### config.mk
export PLATFORM = sky130hd
export DESIGN_NAME = lcg_cell_group
export DESIGN_NICKNAME = d
export VERILOG_FILES = /design/src/shared/lcg_pkg.sv /design/src/rtl/lcg_cell_group.sv
export SDC_FILE = /design/constraint.sdc
export NUM_CORES = 1
export LEC_CHECK = 0
export BUFFER_PORTS_ARGS = -buffer_cell sky130_fd_sc_hd__clkbuf_2
export CORE_MARGIN = 5
export CORE_UTILIZATION = 55
export CTS_CLUSTER_SIZE = 14
export DETAILED_ROUTE_END_ITERATION = 8
export PLACE_DENSITY = 0.83
export RECOVER_POWER = 100
export SETUP_SLACK_MARGIN = 0.02
export SLEW_MARGIN = 20
export SYNTH_ARGS = -nofsm -noshare
export SYNTH_HDL_FRONTEND = slang
export SYNTH_SLANG_ARGS = --single-unit
### constraint.sdc
create_clock -name i_mclk -period 7.5 [get_ports i_mclk]
set_clock_uncertainty 0.1 [all_clocks]
set_input_delay 1.5 -clock i_mclk [delete_from_list [all_inputs] [get_ports i_mclk]]
set_output_delay 1.5 -clock i_mclk [all_outputs]
set_load 0.02 [all_outputs]
### src/shared/lcg_pkg.sv
// constants, carrier types and register layout for the ten-cell logic group
// Functional notes
// RULE_01: add/subtract select picks A plus or minus B
// RULE_02: subtract inverts B, forces chain carry-in high
// RULE_03: adder LSB sits in chain's first cell
// RULE_04: normal mode: four-input lookup, carry may replace fourth
// RULE_05: lookup output chains to next cell's lookup
// RULE_06: register output feeds next cell's register input
// RULE_07: asynchronous load takes the fourth data input
// RULE_08: arithmetic cell precomputes sums and carries both ways
// RULE_09: group carry picks chain, chain picks sum
// RULE_10: each chain's carry selects that chain's carry-out
// RULE_11: carry selection regenerated at fifth and tenth cells; the code rebuilds it only once, from the fifth cell's carry-out (REGEN_CELL)
// RULE_12: chains start anywhere, continue into next group
// RULE_13: final carry-out delivered to a cell output
// RULE_14: sum available registered and unregistered
// RULE_15: counter enable and up/down from local data inputs
// RULE_16: synchronous clear and load act on whole group
// RULE_17: group controls in every mode, add/subtract in arithmetic
// RULE_18: preset is async load of one; clear wins
// RULE_19: two asynchronous clears and one preset per group
// RULE_20: enabled device-wide clear overrides every register control
// RULE_21: group holds ten cells with chains and controls
// RULE_22: group clock enable gates its paired clock
// RULE_23: device-wide clear is active low
// RULE_24: synchronous clear beats synchronous load
package lcg_pkg;

    localparam int NUM_CELLS = 10;
    // the carry selection is rebuilt entering this cell, i.e. from the fifth cell's carry-out
    localparam int REGEN_CELL = 5;
    localparam int SYNC_STAGES = 3;

    // register byte addresses
    localparam logic [7:0] ADDR_CTRL = 8'h00;
    localparam logic [7:0] ADDR_MODE = 8'h04;
    localparam logic [7:0] ADDR_SOURCE = 8'h08;
    localparam logic [7:0] ADDR_CHAIN = 8'h0c;
    localparam logic [7:0] ADDR_LUT_BASE = 8'h10;
    localparam logic [7:0] ADDR_STATUS = 8'h38;
    localparam logic [3:0] LUT_NONE = 4'hf;

    // field positions: the mode and source registers carry three ten-bit per-cell fields, the chain register two
    localparam int FLD_A = 0;
    localparam int FLD_B = 10;
    localparam int FLD_C = 20;
    localparam int FLD_W = 10;
    localparam int LUT_W = 16;
    localparam int CTRL_DEVCLR_BIT = 0;
    localparam int STAT_CARRY_BIT = 10;
    localparam int STAT_DEVCLR_BIT = 11;

    typedef struct packed {
        logic first_data_input;
        logic second_data_input;
        logic third_data_input;
        logic fourth_data_input;
    } lcg_cell_in_type;

    typedef struct packed {
        logic group_clock_a;
        logic group_clock_enable_a;
        logic group_clock_b;
        logic group_clock_enable_b;
        logic async_clear_a;
        logic async_clear_b;
        logic async_load;
        logic sync_clear;
        logic sync_load;
        logic add_sub;
    } lcg_ctrl_type;

    typedef struct packed {
        logic dev_clr_en;
        logic [NUM_CELLS-1:0] arith;
        logic [NUM_CELLS-1:0] lut_carry;
        logic [NUM_CELLS-1:0] clk_sel_b;
        logic [NUM_CELLS-1:0] reg_chain;
        logic [NUM_CELLS-1:0] counter;
        logic [NUM_CELLS-1:0] aclr_sel_b;
        logic [NUM_CELLS-1:0] chain_start;
        logic [NUM_CELLS-1:0] lut_chain;
        logic [NUM_CELLS-1:0][LUT_W-1:0] lut_mask;
    } lcg_cfg_type;

    typedef struct packed {
        lcg_cfg_type cfg;
        logic [NUM_CELLS-1:0] q;
        logic [NUM_CELLS-1:0] comb;
        logic carry_out;
        logic lut_chain_out;
        logic [SYNC_STAGES-1:0] dclr_sync;
        logic dclr_n;
        logic ack;
        logic [31:0] rdata;
    } lcg_state_type;

    // everything clears at reset; the device clear option is off so the zero sync value is harmless
    localparam lcg_state_type STATE_RESET = '0;

endpackage : lcg_pkg

### src/rtl/lcg_cell_group.sv
// ten-cell logic group with carry-select arithmetic, chains and a wishbone configuration port
`timescale 1ns/100ps
module lcg_cell_group (
    input wire logic i_mclk,
    input wire logic i_rstn,
    input wire logic i_wb_cyc,
    input wire logic i_wb_stb,
    input wire logic i_wb_we,
    input wire logic [7:0] i_wb_adr,
    input wire logic [31:0] i_wb_dat,
    input wire logic [3:0] i_wb_sel,
    output logic [31:0] o_wb_dat,
    output logic o_wb_ack,
    input wire lcg_pkg::lcg_cell_in_type [lcg_pkg::NUM_CELLS-1:0] i_cell_data,
    input wire lcg_pkg::lcg_ctrl_type i_group_ctrl,
    input wire logic i_group_carry_in,
    input wire logic i_reg_chain_in,
    input wire logic i_lut_chain_in,
    input wire logic i_device_wide_clear_n,
    output logic [lcg_pkg::NUM_CELLS-1:0] o_cell_q,
    output logic [lcg_pkg::NUM_CELLS-1:0] o_cell_comb,
    output logic o_carry_out,
    output logic o_lut_chain_out,
    output logic o_reg_chain_out
);

    lcg_pkg::lcg_state_type st;
    lcg_pkg::lcg_state_type next_st;

    // working values of the combinational pass
    logic sel;
    logic c0;
    logic c1;
    logic cy;
    logic a;
    logic b;
    logic gen0;
    logic gen1;
    logic comb;
    logic lut;
    logic prev_lut;
    logic prev_q;
    logic d;
    logic tick;
    logic aclr;
    logic dev_clr;
    logic [3:0] lut_idx;
    logic [3:0] slot;
    logic [31:0] wr;

    // reference values read only by the checks below
    logic [lcg_pkg::NUM_CELLS-1:0] cell_tick;
    logic [lcg_pkg::NUM_CELLS-1:0] cell_aclr;
    logic [lcg_pkg::NUM_CELLS-1:0] vec_a;
    logic [lcg_pkg::NUM_CELLS-1:0] vec_b;
    logic [lcg_pkg::NUM_CELLS-1:0] add_sum;
    logic [lcg_pkg::NUM_CELLS-1:0] sub_sum;
    logic add_cout;
    logic lut1_ref;

    // byte-lane merge of a bus write into the stored word
    function automatic logic [31:0] merge(input logic [31:0] old, input logic [31:0] dat, input logic [3:0] be);
        logic [31:0] res;
        begin
            res = old;
            for (int k = 0; k < 4; k++) begin
                if (be[k]) begin
                    res[k*8 +: 8] = dat[k*8 +: 8];
                end
            end
            merge = res;
        end
    endfunction : merge

    // lookup mask slot for an address, LUT_NONE when outside the mask window or unaligned
    function automatic logic [3:0] lut_slot(input logic [7:0] adr);
        logic [7:0] off;
        begin
            off = adr - lcg_pkg::ADDR_LUT_BASE;
            lut_slot = lcg_pkg::LUT_NONE;
            if (adr >= lcg_pkg::ADDR_LUT_BASE && adr < lcg_pkg::ADDR_STATUS && adr[1:0] == 2'h0) begin
                lut_slot = off[5:2];
            end
        end
    endfunction : lut_slot

    function automatic logic [31:0] pack3(input logic [9:0] x, input logic [9:0] y, input logic [9:0] z);
        pack3 = {2'h0, z, y, x};
    endfunction : pack3

    // read decode; unmapped addresses answer zero
    function automatic logic [31:0] read_word(input lcg_pkg::lcg_state_type s, input logic [7:0] adr);
        logic [3:0] ls;
        begin
            ls = lut_slot(adr);
            read_word = 32'h0;
            case (adr)
                lcg_pkg::ADDR_CTRL: read_word[lcg_pkg::CTRL_DEVCLR_BIT] = s.cfg.dev_clr_en;
                lcg_pkg::ADDR_MODE: read_word = pack3(s.cfg.arith, s.cfg.lut_carry, s.cfg.clk_sel_b);
                lcg_pkg::ADDR_SOURCE: read_word = pack3(s.cfg.reg_chain, s.cfg.counter, s.cfg.aclr_sel_b);
                lcg_pkg::ADDR_CHAIN: read_word = pack3(s.cfg.chain_start, s.cfg.lut_chain, 10'h000);
                lcg_pkg::ADDR_STATUS: begin
                    read_word[lcg_pkg::FLD_A +: lcg_pkg::FLD_W] = s.q;
                    read_word[lcg_pkg::STAT_CARRY_BIT] = s.carry_out;
                    read_word[lcg_pkg::STAT_DEVCLR_BIT] = s.cfg.dev_clr_en & ~s.dclr_n;
                end
                default: begin
                    if (ls != lcg_pkg::LUT_NONE) begin
                        read_word[lcg_pkg::LUT_W-1:0] = s.cfg.lut_mask[ls];
                    end
                end
            endcase
        end
    endfunction : read_word

    // whole next state: cell datapath, register controls, pin synchroniser and bus slave
    always_comb begin : next_state_proc
        next_st = st;
        sel = i_group_carry_in;
        c0 = 1'b0;
        c1 = 1'b1;
        cy = 1'b0;
        a = 1'b0;
        b = 1'b0;
        gen0 = 1'b0;
        gen1 = 1'b0;
        comb = 1'b0;
        lut = 1'b0;
        prev_lut = i_lut_chain_in;
        prev_q = i_reg_chain_in;
        d = 1'b0;
        tick = 1'b0;
        aclr = 1'b0;
        lut_idx = 4'h0;
        slot = lcg_pkg::LUT_NONE;
        wr = 32'h0;
        cell_tick = '0;
        cell_aclr = '0;
        vec_a = '0;
        vec_b = '0;
        dev_clr = st.cfg.dev_clr_en & ~st.dclr_n; // RULE_20 RULE_23

        // pin synchroniser: the filtered level only moves when stages two and three agree
        next_st.dclr_sync = {st.dclr_sync[1:0], i_device_wide_clear_n};
        if (st.dclr_sync[1] == st.dclr_sync[2]) begin
            next_st.dclr_n = st.dclr_sync[2];
        end

        // ten cells in carry order, lowest first
        for (int i = 0; i < lcg_pkg::NUM_CELLS; i++) begin // RULE_21
            if (st.cfg.chain_start[i]) begin
                // subtract forces a one into the chain's first cell; counters feed their direction
                sel = st.cfg.counter[i] ? i_cell_data[i].second_data_input
                                        : (~i_group_ctrl.add_sub | i_group_carry_in); // RULE_02 RULE_03 RULE_12
                c0 = 1'b0;
                c1 = 1'b1;
            end else if (i == lcg_pkg::REGEN_CELL) begin
                // rebuilding here keeps only two selects on the critical path
                sel = sel ? c1 : c0; // RULE_11
                c0 = 1'b0;
                c1 = 1'b1;
            end
            cy = sel ? c1 : c0; // RULE_09
            a = st.cfg.counter[i] ? st.q[i] : i_cell_data[i].first_data_input; // RULE_15
            b = st.cfg.counter[i] ? ~i_cell_data[i].second_data_input
                                  : (i_cell_data[i].second_data_input ^ ~i_group_ctrl.add_sub); // RULE_01 RULE_17
            gen0 = a & b; // RULE_08
            gen1 = a | b;
            comb = cy ? ~(a ^ b) : (a ^ b); // RULE_08 RULE_09
            c0 = c0 ? gen1 : gen0; // RULE_10
            c1 = c1 ? gen1 : gen0; // RULE_10
            lut_idx = {st.cfg.lut_carry[i] ? cy : i_cell_data[i].fourth_data_input,
                       i_cell_data[i].third_data_input,
                       i_cell_data[i].second_data_input,
                       st.cfg.lut_chain[i] ? prev_lut : i_cell_data[i].first_data_input}; // RULE_04 RULE_05
            lut = st.cfg.lut_mask[i][lut_idx];
            if (!st.cfg.arith[i]) begin
                comb = lut;
            end
            prev_lut = lut; // RULE_05
            d = st.cfg.reg_chain[i] ? prev_q : comb; // RULE_06 RULE_14
            prev_q = st.q[i];
            tick = st.cfg.clk_sel_b[i] ? (i_group_ctrl.group_clock_b & i_group_ctrl.group_clock_enable_b)
                                       : (i_group_ctrl.group_clock_a & i_group_ctrl.group_clock_enable_a); // RULE_22
            aclr = st.cfg.aclr_sel_b[i] ? i_group_ctrl.async_clear_b : i_group_ctrl.async_clear_a; // RULE_19
            // level controls act every cycle regardless of the group clock
            if (dev_clr) begin
                next_st.q[i] = 1'b0; // RULE_20
            end else if (aclr) begin
                next_st.q[i] = 1'b0; // RULE_18
            end else if (i_group_ctrl.async_load) begin
                next_st.q[i] = i_cell_data[i].fourth_data_input; // RULE_07 RULE_18
            end else if (tick) begin
                if (i_group_ctrl.sync_clear) begin
                    next_st.q[i] = 1'b0; // RULE_16 RULE_24
                end else if (i_group_ctrl.sync_load) begin
                    next_st.q[i] = i_cell_data[i].fourth_data_input; // RULE_16 RULE_17
                end else if (!(st.cfg.counter[i] && st.cfg.arith[i] && !i_cell_data[i].third_data_input)) begin
                    next_st.q[i] = d; // RULE_14 RULE_15
                end
            end
            next_st.comb[i] = comb; // RULE_14
            cell_tick[i] = tick;
            cell_aclr[i] = aclr;
            vec_a[i] = i_cell_data[i].first_data_input;
            vec_b[i] = i_cell_data[i].second_data_input;
        end
        next_st.carry_out = sel ? c1 : c0; // RULE_12 RULE_13
        next_st.lut_chain_out = prev_lut;

        {add_cout, add_sum} = {1'b0, vec_a} + {1'b0, vec_b} + {10'h000, i_group_carry_in};
        sub_sum = vec_a - vec_b;
        lut1_ref = st.cfg.lut_mask[1][{i_cell_data[1].fourth_data_input, i_cell_data[1].third_data_input,
                                       i_cell_data[1].second_data_input, i_cell_data[1].first_data_input}];

        // bus slave: one-cycle registered ack, write lands on the acking edge
        next_st.ack = 1'b0;
        if (i_wb_cyc && i_wb_stb && !st.ack) begin
            next_st.ack = 1'b1;
            next_st.rdata = read_word(st, i_wb_adr);
            if (i_wb_we) begin
                slot = lut_slot(i_wb_adr);
                case (i_wb_adr)
                    lcg_pkg::ADDR_CTRL: begin
                        wr = merge({31'h0, st.cfg.dev_clr_en}, i_wb_dat, i_wb_sel);
                        next_st.cfg.dev_clr_en = wr[lcg_pkg::CTRL_DEVCLR_BIT];
                    end
                    lcg_pkg::ADDR_MODE: begin
                        wr = merge(pack3(st.cfg.arith, st.cfg.lut_carry, st.cfg.clk_sel_b), i_wb_dat, i_wb_sel);
                        next_st.cfg.arith = wr[lcg_pkg::FLD_A +: lcg_pkg::FLD_W];
                        next_st.cfg.lut_carry = wr[lcg_pkg::FLD_B +: lcg_pkg::FLD_W];
                        next_st.cfg.clk_sel_b = wr[lcg_pkg::FLD_C +: lcg_pkg::FLD_W];
                    end
                    lcg_pkg::ADDR_SOURCE: begin
                        wr = merge(pack3(st.cfg.reg_chain, st.cfg.counter, st.cfg.aclr_sel_b), i_wb_dat, i_wb_sel);
                        next_st.cfg.reg_chain = wr[lcg_pkg::FLD_A +: lcg_pkg::FLD_W];
                        next_st.cfg.counter = wr[lcg_pkg::FLD_B +: lcg_pkg::FLD_W];
                        next_st.cfg.aclr_sel_b = wr[lcg_pkg::FLD_C +: lcg_pkg::FLD_W];
                    end
                    lcg_pkg::ADDR_CHAIN: begin
                        wr = merge(pack3(st.cfg.chain_start, st.cfg.lut_chain, 10'h000), i_wb_dat, i_wb_sel);
                        next_st.cfg.chain_start = wr[lcg_pkg::FLD_A +: lcg_pkg::FLD_W];
                        next_st.cfg.lut_chain = wr[lcg_pkg::FLD_B +: lcg_pkg::FLD_W];
                    end
                    default: begin
                        // status and unmapped words ignore writes but still ack
                        if (slot != lcg_pkg::LUT_NONE) begin
                            wr = merge({16'h0000, st.cfg.lut_mask[slot]}, i_wb_dat, i_wb_sel);
                            next_st.cfg.lut_mask[slot] = wr[lcg_pkg::LUT_W-1:0];
                        end
                    end
                endcase
            end
        end
    end

    always_ff @(posedge i_mclk or negedge i_rstn) begin : state_reg
        if (!i_rstn) begin
            st <= lcg_pkg::STATE_RESET;
        end else begin
            st <= next_st;
        end
    end

    // all outputs come straight from the state register
    assign o_wb_dat = st.rdata;
    assign o_wb_ack = st.ack;
    assign o_cell_q = st.q;
    assign o_cell_comb = st.comb;
    assign o_carry_out = st.carry_out;
    assign o_lut_chain_out = st.lut_chain_out;
    assign o_reg_chain_out = st.q[lcg_pkg::NUM_CELLS-1];
endmodule : lcg_cell_group

==> results.ini <==
[outcome]
status=complete, but fails checks
violations=capacitance limit, slew limit, setup timing

[worst_setup_path]
critPathBufInv=6
rr_endpoint=o_cell_q[8]$_DFFE_PN0P_
cpPeakStageDelay_ns=0.55
path_max_fanout=5
arrival_ns=8.78
crit_family=compound AO/OA/AOI/OAI gates
crit_top_cell=buf_4
crit_path_top_delay_cell=or4_4
endpoint_kind=flip-flop
worstPathRequired_ns=7.85
r2r-start=st[249]$_DFFE_PN0P_
ff2ff_path_depth=33
path_class=in -> reg
start_kind=input port
rrSetupSlack_ns=-0.49

[sta]
hold_viol=0
slew_headroom=-3.10
fin_crit_ns=8.43
setup_viol=7
finalCritPeriodShare=1.12
timing.final.ws_setup_ns=-0.927
drv_slew=139
worst_pin_slew_ns=6.14
rsz0062_at_grt=true
fmax_ghz=0.119

[floorplan]
die-area_um2=36400
die_h_um=191
start_util=0.555
top_level_ports=159
die_width_um=191
coreArea_um2=32400
rows=66

[grt]
grtUsageTotal=0.335
grt_overflow=0
grt_max_degree=110
antenna_found_initial=1
grt_pass1_vias=16400
grt_pass1_wl_um=94800

[layout]
area_delta_synth_final_pct=17.5
layout-drive-gt1-share=0.239
nFillCells=2461
ff_latch_area_um2=7460
final_cell_area_um2=21100
final_common_cell=dfrtp_1
multi_input_area_um2=9990
final_cell_mix=dfrtp_1, nand2_1, o21ai_0
nets=2204

[yosys]
synthArstFlopShare=1.00
synth_area_leaders=dfrtp_1, mux2_2, mux2i_1, nand2_1, o21ai_0
synth_largest_area_cell=dfrtp_1
synthDistinctLibCells=99
synthCells=1921
synth_area_um2=18000
ys.flop_type=dfrtp_1
yosysSeqAreaShare=0.415
yosysWarningCount=0
synth_top_area_frac=0.415
synth-seq-cells=298
synth_edf_count=0
avgSynthCellArea_um2=9.36

[route]
vias_per_cell=6.60
drc_errors=0
drt_iter0_markers=2343
vias=16800
route.detailed.wl_per_inst_um=24.7
routed_wl_um=62900
antenna_left=0
firstDrtPassIters=6

[clock_tree]
cts-root-buf=clkbuf_16
cts_made_buffers=31
htreeDepth=1
clock_path_buffers=3
worstSkewPairLatency_ns=0.57
clock_sinks=298
path_clk_slew_ns=0.06
ctsHoldBuffers=0
cts_tree=done

[min_path]
hp-class=reg -> reg
min_from=next_st[35]$_DFF_PN0_
hold-path-cell-count=0
min_to=next_st[36]$_DFF_PN0_

[place]
routabilityCongestion=1.02
pre_cts_slack_ns=-1.60
dpl_cell_area_um2=19400
portBuffers=154
place_hpwl_um=45700

[power_and_ir_drop]
ir_drop_mv=0.158
p_leak_nw=9.25
p_per_area_nw_per_um2=189

[run]
maxCapViolCount=2

[routing by layer]
metal  vias up  global-route usage  wire length, um
met1      8125               0.431            23200
li1       7236                   -                -
met2      1177               0.529            28500
met4         0               0.190             4150
met5         -                   0                0
met3       253              0.0692             6990
[cell usage after synthesis (17+ instances only)]
cell	instances
o21a_1	22
buf_4	52
inv_1	51
a21oi_1	113
nand2b_1	30
nand2_1	267
nor2_1	149
mux4_2	17
mux2_2	115
dfrtp_1	298
mux2i_1	112
o21ai_0	179
a22oi_1	48
ha_1	24
o31ai_1	19
o221ai_1	38
clkbuf_1	104
[layout make-up]
cell class,count,share of cell area
diodes,1,0.000118
clock inverters,16,0.0138
multi-input cells,1406,0.473
clock buffers,40,0.0412
well taps,442,0.0262
repair buffers,288,0.0838
inverters,52,0.00924
flip-flops and latches,298,0.353
[registers in the layout, indices dropped and copies added (netlist names)]
name and flops:
st 243, o_wb_dat 30, o_cell_comb 10, o_cell_q 10
next_st 2, o_carry_out 1, o_lut_chain_out 1, o_wb_ack 1
[worst max-delay path by stage]
stage | from | end | slack, ns | cells past startpoint
after CTS | i_group_ctrl[0] | o_cell_q[9]$_DFFE_PN0P_ | -0.78 | 35
final | i_group_ctrl[0] | o_cell_q[8]$_DFFE_PN0P_ | -0.93 | 34
after detailed placement | i_cell_data[2] | o_cell_q[8]$_DFFE_PN0P_ | -1.60 | 34
after global placement | i_cell_data[2] | o_cell_q[8]$_DFFE_PN0P_ | -1.40 | 32
after floorplan | i_cell_data[2] | o_cell_q[9]$_DFFE_PN0P_ | -0.69 | 30
after global routing | i_group_ctrl[0] | o_cell_q[9]$_DFFE_PN0P_ | -1.13 | 34
[metrics by stage]
step | setup TNS [ns] | utilization | hold WS, ns | total power, mW | std cells
finish | -5.41 | 0.653 | 0.259 | 3.99 | 2543
global route | -78.78 | 0.653 | 0.275 | 4.09 | 2543
CTS | -4.23 | 0.645 | 0.265 | 3.97 | 2530
detailed placement | -10.47 | 0.600 | 0.242 | 2.22 | 2460
global placement | -8.56 | 0.600 | 0.245 | 2.21 | 2460
floorplan | -3.18 | - | 0.231 | 2.01 | 1922
[report_power, final]
group          total (mW)  internal, mW  switching, mW
clock network        1.76          1.09          0.669
registers            1.68          1.64         0.0381
logic               0.554         0.206          0.348
total                3.99          2.94           1.05
[kinds of logic after synthesis]
group	share of synthesized area
AO/OA/AOI/OAI	0.202
adder cells (fa/ha/maj)	0.0173
XOR/XNOR	0.00974
AND/OR/NAND/NOR	0.141
buffers and inverters	0.0569
multiplexers	0.159
flip-flops	0.415
other	0.000209
[timing repair]
item / CTS / global route
gates resized for setup: 38 / 43
pin swaps: 34 / 31
endpoints found under the hold margin: 0 / 0
buffers inserted: 14 / 11
setup endpoints to repair: 8 / 8
gates cloned: 0 / 1
Power figures use the tool's default switching activity.
